==> src/rtl/adc_clock_map.vh <==
// Behaviour
// - system clock is master clock pin edges divided by the 3-bit master divider
// - serial clock may become the system clock, only in synchronous slave mode
// - modulator clock is system clock divided by the 3-bit system clock divider
// - source select bit picks divided clock pin or undivided serial clock as system clock source
// - synchronous master mode drives the serial clock out, toggled on every system clock tick
// - results come at modulator clock divided by one of 16 oversampling ratios
// - one oversampling ratio applies to every channel, one common data rate
`ifndef ADC_CLOCK_MAP_VH
`define ADC_CLOCK_MAP_VH

// ==================================================
// register map
`define ADDR_W 12
`define REG_CLOCK_CONFIG_ONE 12'h000
`define REG_CLOCK_CONFIG_TWO 12'h004
`define REG_CONTROL 12'h008
`define REG_STATUS 12'h00C

// ==================================================
// field positions
`define MASTER_DIV_LSB 0
`define MASTER_DIV_MSB 2
`define CLOCK_SOURCE_BIT 5
`define OSR_LSB 0
`define OSR_MSB 3
`define SYS_DIV_LSB 5
`define SYS_DIV_MSB 7
`define CHANNEL_POWER_BIT 0
`define STAT_MODE_LSB 0
`define STAT_MODE_MSB 1
`define STAT_SCLK_ROUTED_BIT 2
`define STAT_SETTLED_BIT 3
`define STAT_RUNNING_BIT 4

// ==================================================
// reset values
`define MASTER_DIV_RESET 3'h2
`define SYS_DIV_RESET 3'h2
`define OSR_RESET 4'h0
`define CLOCK_SOURCE_RESET 1'b0

// ==================================================
// interface modes
`define MODE_ASYNC_INTERRUPT 2'h0
`define MODE_SYNC_MASTER 2'h1
`define MODE_SYNC_SLAVE 2'h2

// ==================================================
// divider ratios
`define RATIO_W 13
`define DIV_RATIO_MIN 13'h0002

// ==================================================
// oversampling ratios, code 0 to 15
`define OSR_C0 13'h1000
`define OSR_C1 13'h0800
`define OSR_C2 13'h0400
`define OSR_C3 13'h0320
`define OSR_C4 13'h0300
`define OSR_C5 13'h0200
`define OSR_C6 13'h0190
`define OSR_C7 13'h0180
`define OSR_C8 13'h0100
`define OSR_C9 13'h00C8
`define OSR_C10 13'h00C0
`define OSR_C11 13'h0080
`define OSR_C12 13'h0060
`define OSR_C13 13'h0040
`define OSR_C14 13'h0030
`define OSR_C15 13'h0020

// ==================================================
// timing
`define CORE_CLK_KHZ 50000
`define STRAP_FILL 2'h2
`define XTAL_START_US 5000

`endif

==> src/rtl/pin_sync.v <==
`timescale 1ns/10ps
// ==================================================
// two-flop synchroniser with rising edge pulse
module pin_sync (
	input wire i_clk,
	input wire i_rst,
	input wire i_async,
	output wire o_level,
	output reg o_rise
);
	reg meta_reg;
	reg sync_reg;
	reg prev_reg;

	always @(posedge i_clk) begin
		if (i_rst) begin
			meta_reg <= 1'b0;
			sync_reg <= 1'b0;
			prev_reg <= 1'b0;
			o_rise <= 1'b0;
		end else begin
			meta_reg <= i_async;
			sync_reg <= meta_reg;
			prev_reg <= sync_reg;
			o_rise <= sync_reg & ~prev_reg;
		end
	end

	assign o_level = sync_reg;
endmodule // pin_sync

==> src/rtl/tick_divider.v <==
`timescale 1ns/10ps
// ==================================================
// divides a tick enable by a ratio
module tick_divider #(
	parameter W = 13
) (
	input wire i_clk,
	input wire i_rst,
	input wire i_run,
	input wire i_tick,
	input wire [W-1:0] i_ratio,
	output reg o_tick
);
	reg [W-1:0] count_reg;
	wire [W-1:0] last_count;

	assign last_count = i_ratio - {{(W-1){1'b0}}, 1'b1};

	always @(posedge i_clk) begin
		if (i_rst) begin
			count_reg <= {W{1'b0}};
			o_tick <= 1'b0;
		end else if (!i_run) begin
			count_reg <= {W{1'b0}};
			o_tick <= 1'b0;
		end else if (i_tick) begin
			if (count_reg >= last_count) begin
				count_reg <= {W{1'b0}};
				o_tick <= 1'b1;
			end else begin
				count_reg <= count_reg + {{(W-1){1'b0}}, 1'b1};
				o_tick <= 1'b0;
			end
		end else begin
			o_tick <= 1'b0;
		end
	end
endmodule // tick_divider

==> src/rtl/adc_clock_generation.v <==
`timescale 1ns/10ps
`include "adc_clock_map.vh"
// ==================================================
// converter clock generation with apb registers
module adc_clock_generation #(
	parameter XTAL_START_CYCLES = `XTAL_START_US * (`CORE_CLK_KHZ / 1000)
) (
	input wire I_CORE_CLK,
	input wire I_RST,
	input wire I_PSEL,
	input wire I_PENABLE,
	input wire I_PWRITE,
	input wire [`ADDR_W-1:0] I_PADDR,
	input wire [31:0] I_PWDATA,
	input wire [3:0] I_PSTRB,
	output reg O_PREADY,
	output reg [31:0] O_PRDATA,
	output reg O_PSLVERR,
	input wire I_CRYSTAL_OR_CLOCK_PIN,
	input wire I_SCLK_IN,
	input wire [1:0] I_INTERFACE_MODE_PIN,
	output reg O_SCLK_OUT,
	output reg O_SCLK_OE,
	output reg O_INTERNAL_SYSTEM_CLOCK,
	output reg O_MODULATOR_CLOCK,
	output reg O_CONVERSION_READY_SIGNAL,
	output reg O_CHANNEL_POWER,
	output reg O_CLOCK_SETTLED
);
	// ==================================================
	// declarations
	wire master_rise;
	wire sclk_rise;
	wire mode_bit0;
	wire mode_bit1;
	wire master_level;
	wire sclk_level;
	wire system_tick_div;
	wire modulator_tick;
	wire ready_tick;
	wire sclk_routed;
	wire system_tick;
	wire apb_access;
	wire apb_write;
	wire apb_read;
	wire addr_hit;
	wire [`RATIO_W-1:0] master_ratio;
	wire [`RATIO_W-1:0] sys_ratio;
	wire [`RATIO_W-1:0] osr_ratio;
	reg [2:0] master_div_reg;
	reg [2:0] master_div_next;
	reg clock_source_reg;
	reg clock_source_next;
	reg [2:0] sys_div_reg;
	reg [2:0] sys_div_next;
	reg [3:0] osr_reg;
	reg [3:0] osr_next;
	reg power_reg;
	reg power_next;
	reg [1:0] mode_reg;
	reg strap_taken_reg;
	reg [1:0] strap_wait_reg;
	reg [31:0] settle_count_reg;
	reg settled_reg;
	reg [31:0] read_value;

	// ==================================================
	// pin synchronisers
	pin_sync u_master_sync (
		.i_clk(I_CORE_CLK),
		.i_rst(I_RST),
		.i_async(I_CRYSTAL_OR_CLOCK_PIN),
		.o_level(master_level),
		.o_rise(master_rise)
	);

	pin_sync u_sclk_sync (
		.i_clk(I_CORE_CLK),
		.i_rst(I_RST),
		.i_async(I_SCLK_IN),
		.o_level(sclk_level),
		.o_rise(sclk_rise)
	);

	pin_sync u_mode0_sync (
		.i_clk(I_CORE_CLK),
		.i_rst(I_RST),
		.i_async(I_INTERFACE_MODE_PIN[0]),
		.o_level(mode_bit0),
		.o_rise()
	);

	pin_sync u_mode1_sync (
		.i_clk(I_CORE_CLK),
		.i_rst(I_RST),
		.i_async(I_INTERFACE_MODE_PIN[1]),
		.o_level(mode_bit1),
		.o_rise()
	);

	// ==================================================
	// interface mode strap, caught once after reset
	// waits for the synchronisers to refill before sampling
	always @(posedge I_CORE_CLK) begin
		if (I_RST) begin
			mode_reg <= `MODE_ASYNC_INTERRUPT;
			strap_taken_reg <= 1'b0;
			strap_wait_reg <= 2'h0;
		end else if (strap_wait_reg != `STRAP_FILL) begin
			strap_wait_reg <= strap_wait_reg + 2'h1;
		end else if (!strap_taken_reg && !power_reg) begin
			mode_reg <= {mode_bit1, mode_bit0};
			strap_taken_reg <= 1'b1;
		end
	end

	// ==================================================
	// ratio lookup
	function [`RATIO_W-1:0] div_ratio;
		input [2:0] field;
		begin
			if (field == 3'h0) begin
				div_ratio = `DIV_RATIO_MIN;
			end else begin
				div_ratio = {{(`RATIO_W-4){1'b0}}, field, 1'b0};
			end
		end
	endfunction

	function [`RATIO_W-1:0] osr_lookup;
		input [3:0] code;
		begin
			case (code)
				4'h0: osr_lookup = `OSR_C0;
				4'h1: osr_lookup = `OSR_C1;
				4'h2: osr_lookup = `OSR_C2;
				4'h3: osr_lookup = `OSR_C3;
				4'h4: osr_lookup = `OSR_C4;
				4'h5: osr_lookup = `OSR_C5;
				4'h6: osr_lookup = `OSR_C6;
				4'h7: osr_lookup = `OSR_C7;
				4'h8: osr_lookup = `OSR_C8;
				4'h9: osr_lookup = `OSR_C9;
				4'hA: osr_lookup = `OSR_C10;
				4'hB: osr_lookup = `OSR_C11;
				4'hC: osr_lookup = `OSR_C12;
				4'hD: osr_lookup = `OSR_C13;
				4'hE: osr_lookup = `OSR_C14;
				default: osr_lookup = `OSR_C15;
			endcase
		end
	endfunction

	assign master_ratio = div_ratio(master_div_reg);
	assign sys_ratio = div_ratio(sys_div_reg);
	assign osr_ratio = osr_lookup(osr_reg);

	// ==================================================
	// clock source selection
	// serial clock only honoured in slave mode; pin used otherwise
	assign sclk_routed = clock_source_reg && (mode_reg == `MODE_SYNC_SLAVE);

	tick_divider #(
		.W(`RATIO_W)
	) u_master_div (
		.i_clk(I_CORE_CLK),
		.i_rst(I_RST),
		.i_run(~sclk_routed),
		.i_tick(master_rise),
		.i_ratio(master_ratio),
		.o_tick(system_tick_div)
	);

	assign system_tick = sclk_routed ? sclk_rise : system_tick_div;

	// ==================================================
	// modulator clock and data rate
	tick_divider #(
		.W(`RATIO_W)
	) u_sys_div (
		.i_clk(I_CORE_CLK),
		.i_rst(I_RST),
		.i_run(power_reg),
		.i_tick(system_tick),
		.i_ratio(sys_ratio),
		.o_tick(modulator_tick)
	);

	// single ratio shared by every channel
	tick_divider #(
		.W(`RATIO_W)
	) u_osr_div (
		.i_clk(I_CORE_CLK),
		.i_rst(I_RST),
		.i_run(power_reg),
		.i_tick(modulator_tick),
		.i_ratio(osr_ratio),
		.o_tick(ready_tick)
	);

	// ==================================================
	// crystal start-up wait
	always @(posedge I_CORE_CLK) begin
		if (I_RST) begin
			settle_count_reg <= 32'h0000_0000;
			settled_reg <= 1'b0;
		end else if (sclk_routed) begin
			settle_count_reg <= 32'h0000_0000;
			settled_reg <= 1'b1;
		end else if (settle_count_reg >= XTAL_START_CYCLES - 1) begin
			settled_reg <= 1'b1;
		end else begin
			settle_count_reg <= settle_count_reg + 32'h0000_0001;
			settled_reg <= 1'b0;
		end
	end

	// ==================================================
	// apb slave
	assign apb_access = I_PSEL & I_PENABLE & O_PREADY;
	assign apb_write = apb_access & I_PWRITE;
	assign apb_read = apb_access & ~I_PWRITE;
	assign addr_hit = (I_PADDR == `REG_CLOCK_CONFIG_ONE) || (I_PADDR == `REG_CLOCK_CONFIG_TWO) ||
		(I_PADDR == `REG_CONTROL) || (I_PADDR == `REG_STATUS);

	always @* begin
		master_div_next = master_div_reg;
		clock_source_next = clock_source_reg;
		sys_div_next = sys_div_reg;
		osr_next = osr_reg;
		power_next = power_reg;
		if (apb_write && I_PSTRB[0]) begin
			case (I_PADDR)
				`REG_CLOCK_CONFIG_ONE: begin
					master_div_next = I_PWDATA[`MASTER_DIV_MSB:`MASTER_DIV_LSB];
					// source locked while channels are powered
					if (!power_reg) begin
						clock_source_next = I_PWDATA[`CLOCK_SOURCE_BIT];
					end
				end
				`REG_CLOCK_CONFIG_TWO: begin
					sys_div_next = I_PWDATA[`SYS_DIV_MSB:`SYS_DIV_LSB];
					osr_next = I_PWDATA[`OSR_MSB:`OSR_LSB];
				end
				`REG_CONTROL: begin
					power_next = I_PWDATA[`CHANNEL_POWER_BIT];
				end
				default: begin
					power_next = power_reg;
				end
			endcase
		end
	end

	always @* begin
		read_value = 32'h0000_0000;
		case (I_PADDR)
			`REG_CLOCK_CONFIG_ONE: begin
				read_value[`MASTER_DIV_MSB:`MASTER_DIV_LSB] = master_div_reg;
				read_value[`CLOCK_SOURCE_BIT] = clock_source_reg;
			end
			`REG_CLOCK_CONFIG_TWO: begin
				read_value[`SYS_DIV_MSB:`SYS_DIV_LSB] = sys_div_reg;
				read_value[`OSR_MSB:`OSR_LSB] = osr_reg;
			end
			`REG_CONTROL: begin
				read_value[`CHANNEL_POWER_BIT] = power_reg;
			end
			`REG_STATUS: begin
				read_value[`STAT_MODE_MSB:`STAT_MODE_LSB] = mode_reg;
				read_value[`STAT_SCLK_ROUTED_BIT] = sclk_routed;
				read_value[`STAT_SETTLED_BIT] = settled_reg;
				read_value[`STAT_RUNNING_BIT] = power_reg;
			end
			default: begin
				read_value = 32'h0000_0000;
			end
		endcase
	end

	always @(posedge I_CORE_CLK) begin
		if (I_RST) begin
			master_div_reg <= `MASTER_DIV_RESET;
			clock_source_reg <= `CLOCK_SOURCE_RESET;
			sys_div_reg <= `SYS_DIV_RESET;
			osr_reg <= `OSR_RESET;
			power_reg <= 1'b0;
			O_PREADY <= 1'b0;
			O_PRDATA <= 32'h0000_0000;
			O_PSLVERR <= 1'b0;
		end else begin
			master_div_reg <= master_div_next;
			clock_source_reg <= clock_source_next;
			sys_div_reg <= sys_div_next;
			osr_reg <= osr_next;
			power_reg <= power_next;
			O_PREADY <= I_PSEL & I_PENABLE & ~O_PREADY;
			if (I_PSEL && I_PENABLE && !O_PREADY) begin
				O_PRDATA <= I_PWRITE ? 32'h0000_0000 : read_value;
				O_PSLVERR <= ~addr_hit;
			end else begin
				O_PRDATA <= 32'h0000_0000;
				O_PSLVERR <= 1'b0;
			end
		end
	end

	// ==================================================
	// clock outputs
	always @(posedge I_CORE_CLK) begin
		if (I_RST) begin
			O_SCLK_OUT <= 1'b0;
			O_SCLK_OE <= 1'b0;
			O_INTERNAL_SYSTEM_CLOCK <= 1'b0;
			O_MODULATOR_CLOCK <= 1'b0;
			O_CONVERSION_READY_SIGNAL <= 1'b0;
			O_CHANNEL_POWER <= 1'b0;
			O_CLOCK_SETTLED <= 1'b0;
		end else begin
			O_INTERNAL_SYSTEM_CLOCK <= system_tick;
			O_MODULATOR_CLOCK <= modulator_tick;
			O_CONVERSION_READY_SIGNAL <= ready_tick;
			O_CHANNEL_POWER <= power_reg;
			O_CLOCK_SETTLED <= settled_reg;
			if (mode_reg == `MODE_SYNC_MASTER) begin
				O_SCLK_OE <= 1'b1;
				if (system_tick) begin
					O_SCLK_OUT <= ~O_SCLK_OUT;
				end
			end else begin
				O_SCLK_OE <= 1'b0;
				O_SCLK_OUT <= 1'b0;
			end
		end
	end
endmodule // adc_clock_generation

==> config.mk <==
export PLATFORM = sky130hd
export DESIGN_NAME = adc_clock_generation
export DESIGN_NICKNAME = d
export VERILOG_FILES = /design/src/rtl/pin_sync.v /design/src/rtl/tick_divider.v /design/src/rtl/adc_clock_generation.v
export VERILOG_INCLUDE_DIRS = /design/src /design/src/rtl
export SDC_FILE = /design/constraint.sdc
export NUM_CORES = 1
export LEC_CHECK = 0
export ABC_CLOCK_PERIOD_IN_PS = 6100
export BUFFER_PORTS_ARGS = -buffer_cell sky130_fd_sc_hd__buf_2
export CAP_MARGIN = 10
export CORE_UTILIZATION = 40
export DETAILED_ROUTE_END_ITERATION = 16
export GPL_ROUTABILITY_DRIVEN = 0
export SLEW_MARGIN = 15
export SYNTH_ARGS = -nofsm -noshare
export SYNTH_HDL_FRONTEND = slang
export SYNTH_HIERARCHICAL = 1
export SYNTH_SLANG_ARGS = --single-unit
export TNS_END_PERCENT = 50
==> constraint.sdc <==
create_clock -name I_CORE_CLK -period 6.1 [get_ports I_CORE_CLK]
set_clock_uncertainty 0.1 [all_clocks]
set_input_delay 1.83 -clock I_CORE_CLK [delete_from_list [all_inputs] [get_ports I_CORE_CLK]]
set_output_delay 1.83 -clock I_CORE_CLK [all_outputs]
set_load 0.03 [all_outputs]
[Word-level counts from Yosys, hierarchy flattened]
Memory sizes are Yosys's and may differ from the RTL's. A register that Yosys moved wholly into a read port is not among the register bits.
Cells that the tools add are included.
Cells by class
  equal/unequal tests: 6
  bitwise logic cells: 20
  order comparisons: 4
  multiplexer cells: 18
  reduce and logical (&&, ||, !) cells: 29
  add/sub/neg operators: 8
Operators with widths (number)
  adder 13 x 1 -> 13 bit (second input constant): 3
  >= comparator 13 bit: 3
  2-to-1 mux 13 bit: 3
  adder 32 x 1 -> 32 bit (second input constant): 1
  >= comparator 32 x 18 -> 1 bit (second input constant): 1
  == test 12 x 4 -> 1 bit (second input constant): 2
  2-to-1 mux 4 bit: 4
  inverter 1 bit: 14
  subtractor 13 x 1 -> 13 bit (second input constant): 1
  == test 12 x 3 -> 1 bit (second input constant): 1
  zero test 12 bit: 1
  OR reduction 3 bit: 4
  subtractor 4 x 1 -> 5 bit (second input constant): 2
  AND reduction 2 bit: 4
  OR reduction 2 bit: 4
  OR reduction 4 bit: 2
  2-to-1 mux 1 bit: 7
  bitwise AND 1 bit: 6
  zero test 3 bit: 2
  case mux 2 bit (3 select lines): 1
  logical AND 1 bit: 5
  case mux 1 bit (2 select lines): 2
  case mux 1 bit (4 select lines): 1
  zero test 1 bit: 3
  6 further kinds: 8
Word-level totals
  output and inout bits: 41
  bits in registers: 145
  word-level logic and storage cells: 127
  memories kept: 1
  bits of input ports: 57
  memory bits (read-only): 160
Memories
  (name not given): words 16, bits a word 10, rd ports 1, clocked after memory_dff 1, wr ports 0, RTL line adc_clock_generation.v:133  | case (code)

[Logic depth before layout (Yosys ltp)]
  word-level depth: 7
  depth in mapped cells: 14
  mapped depth without buffers: 13

[By module]
Netlist, hierarchy kept.
Modules (own cells, without submodules)
  adc_clock_generation: cells an instance 373, instances 1, sequential area each 1541.5 µm², area each 3444.6 µm²
  tick_divider: cells an instance 134, instances 3, sequential area each 280.3 µm², area each 1122.3 µm²
  pin_sync: cells an instance 8, instances 4, sequential area each 80.1 µm², area each 111.4 µm²

[Least setup slack after synthesis]
Ideal clock, no wire load.
  path kind: input -> register
  start: in I_PADDR[7]
  end: reg osr_ratio[6] (netlist name)
  setup time: 0.121 ns
  path slack: 2.117 ns
  arrival time: 3.762 ns
  buffers on the path: 1
  data required time: 5.879 ns
  stages on the path: 9
  cells stage by stage: nor4_1 -> nand4_2 -> nor2_4 -> buf_6 -> mux2i_1 -> or2_1 -> ha_1 -> inv_1 -> a2bb2o_1
On the way
  cells in the longest elaborated chain, start to end: 4
Ends and longest elaborated chain
  start: declaration: RTL line adc_clock_generation.v:13  | input wire [`ADDR_W-1:0] I_PADDR,
  == test 12 x 3 -> 1 bit: RTL line adc_clock_generation.v:233  | case (I_PADDR)
  AND reduction 2 bit (no line)
  2-to-1 mux 4 bit (no line) (2 in series)
Every way passes these cells.
A chain may end at the register's enable or synchronous reset.

[Final worst setup path]
  start: in I_PADDR[7]
  end: reg osr_ratio[6] (netlist name)
On the way
  cells in the longest elaborated chain, start to end: 4
Ends and longest elaborated chain (RTL line)
  == test 12 x 3 -> 1 bit: adc_clock_generation.v:233
  AND reduction 2 bit (no line)
  2-to-1 mux 4 bit (no line) (2 in series)
Every way passes these cells.

==> metrics.csv <==
stage,metric,value,unit
timing,RSZ-0062 raised after global routing,false,
global_routing,vias in the first global route,4979,
power_and_ir_drop,leak pwr,3.19,nW
timing,TNS Setup,0,ns
worst_setup_path,WP data required,6.30,ns
clock_tree,Max clock buf depth,2,
drt,via count,5391,
final_layout,fillers,1660,
floorplanning,IO Pins,98,
power_and_ir_drop,Combinational Power Share,0.067,
min_path,Hold WC Path Type,reg2reg,
power_and_ir_drop,Cell Int Power,1.56,mW
clock_tree,CTS resizes,0,
clock_tree,"Reg clk slew, reported paths",0.05,ns
worst_setup_path,critical path class,in2reg,
timing,fmax,247,MHz
placement,dpl hpwl,9890,µm
floorplanning,Cell Rows,48,
floorplanning,Die Wd,136,µm
final_layout,Largest register FFs,32,
global_routing,first-pass GRT wire length,23400,µm
timing,final setup vio count,0,
clock_tree,CTS tree,built,
worst_setup_path,Critical Path Start Type,input port,
synth,synth warn,6,
worst_setup_path,Critical Path Fanout Max,14,
clock_tree,Post-CTS Hold Buffers,0,
power_and_ir_drop,Net Sw Frac,0.229,
timing,Worst-Margin Slew,0.873,ns
global_routing,initial antenna violation count,2,
power_and_ir_drop,NetSw,0.464,mW
worst_setup_path,Top delay family on crit path,simple AND/OR/NAND/NOR gates,
drt,via density per instance,4.75,
drt,post-route ant nets,0,
clock_tree,clk_lat worst skew,0.42,ns
power_and_ir_drop,clock network fraction of design power,0.498,
clock_tree,root buffer cell,clkbuf_16,
final_layout,final instance area,8240,µm²
timing,worst relative slew slack,0.417,
power_and_ir_drop,Seq pwr share,0.435,
global_routing,largest net degree at the start of global routing,57,
outcome,status,completed,
synth,Mapped Area,7140,µm²
drt,DRC,0,
global_routing,GRT Residual Overflow,0,
placement,dpl cell area,7660,µm²
floorplanning,initial core utilization,0.411,
final_layout,"commonest non-fill, non-tap cell in the layout",dfxtp_1,
timing,Final min period,4.05,ns
final_layout,layout cells sized above 1,0.109,
global_routing,Global Route Usage Sum,0.161,
drt,1st-iter DRT viols,288,
worst_setup_path,crit path capture type,flip-flop,
final_layout,final-stage net count,1007,
worst_setup_path,"Critical Path, Cell by Cell",buf_2 -> nor4_1 -> nand4_2 -> nor2_4 -> mux2i_1 -> or2_1 -> ha_1 -> inv_1 -> a2bb2o_1,
timing,Pins Over Slew Limit,0,
drt,WL/cell,12.1,µm
clock_tree,post-CTS setup buffers,0,
synth,syn_area_per_cell,8.94,µm²
floorplanning,Core ar.,17400,µm²
clock_tree,htree depth,4,
worst_setup_path,crit-path max cell delay,0.49,ns
clock_tree,CTS sink cnt,131,
timing,Final Hold Fails,0,
floorplanning,Die H,136,µm
timing,period utilization,0.663,
worst_setup_path,CP Buf/Inv Count,2,
final_layout,Layout area overhead,15.5,%
synth,Mapped Cells,799,
worst_setup_path,"slowest stage cell, crit path",nor4_1,
placement,number of I/O port buffers,45,
final_layout,Finished Core Util,0.475,
drt,1st-pass router iterations,5,
power_and_ir_drop,Worst IR Drop VDD,0.000228,V
clock_tree,CTS buffer count,17,
drt,WL final,13700,µm
power_and_ir_drop,pwr dens,245,nW/µm²
final_layout,"commonest cells after routing, fill and taps aside","dfxtp_1, conb_1, nor2_1",
worst_setup_path,Worst EP arrival,4.24,ns
floorplanning,die area,18400,µm²
run,Max Cap Violations,0,
final cells by class:
cell class              count  area, µm²  share of cell area
multi-input cells         674       4420               0.536
flip-flops and latches    131       2620               0.318
clock buffers              21        480              0.0583
well taps                 225        282              0.0341
repair buffers             46        233              0.0282
inverters                  28        105              0.0127
clock inverters             8        103              0.0124
diodes                      1       2.50            0.000304
metal layers:
| layer | up-vias | GRT usage | wire [µm] |
|---|---|---|---|
| li1 | 2891 | - | - |
| met1 | 2417 | 0.212 | 6870 |
| met2 | 70 | 0.249 | 6110 |
| met3 | 11 | 0.0527 | 560 |
| met4 | 2 | 0.0431 | 111 |
| met5 | - | 0 | 13 |
per-stage QoR:
stage / std cells / power (mW) / setup slack (ns) / hold slack (ns)
floorplan: 885 / 1.01 / 2.12 / 0.287
global placement: 1104 / 1.03 / 1.63 / 0.292
detailed placement: 1104 / 1.03 / 1.58 / 0.301
CTS: 1133 / 2.04 / 2.02 / 0.312
global route: 1133 / 2.10 / 1.80 / 0.340
finish: 1134 / 2.02 / 2.05 / 0.309
worst paths after layout:
kind / depth (start not counted) / slack [ns] / start / end
worst max-delay path: 9 / 2.05 / I_PADDR[7] / osr_ratio[6]$_SDFF_PN0_
worst min-delay path: 1 / 0.31 / u_sclk_sync/prev_reg$_SDFF_PP0_ / u_sclk_sync/o_rise$_SDFF_PP0_
worst max register to register: 11 / 2.85 / sys_div_reg[2]$_SDFFE_PP0N_ / u_sys_div/o_tick$_SDFF_PP0_
worst min register to register: 1 / 0.31 / u_sclk_sync/prev_reg$_SDFF_PP0_ / u_sclk_sync/o_rise$_SDFF_PP0_
power groups by stage:
stage / Sequential, mW / Clock, mW / Combinational, mW
floorplan: 0.897 / 0 / 0.117
finish: 0.880 / 1.01 / 0.135
global route: 0.881 / 1.07 / 0.152
detailed placement: 0.898 / 0 / 0.133
global placement: 0.898 / 0 / 0.131
CTS: 0.880 / 1.03 / 0.134
Power figures use the tool's default switching activity.
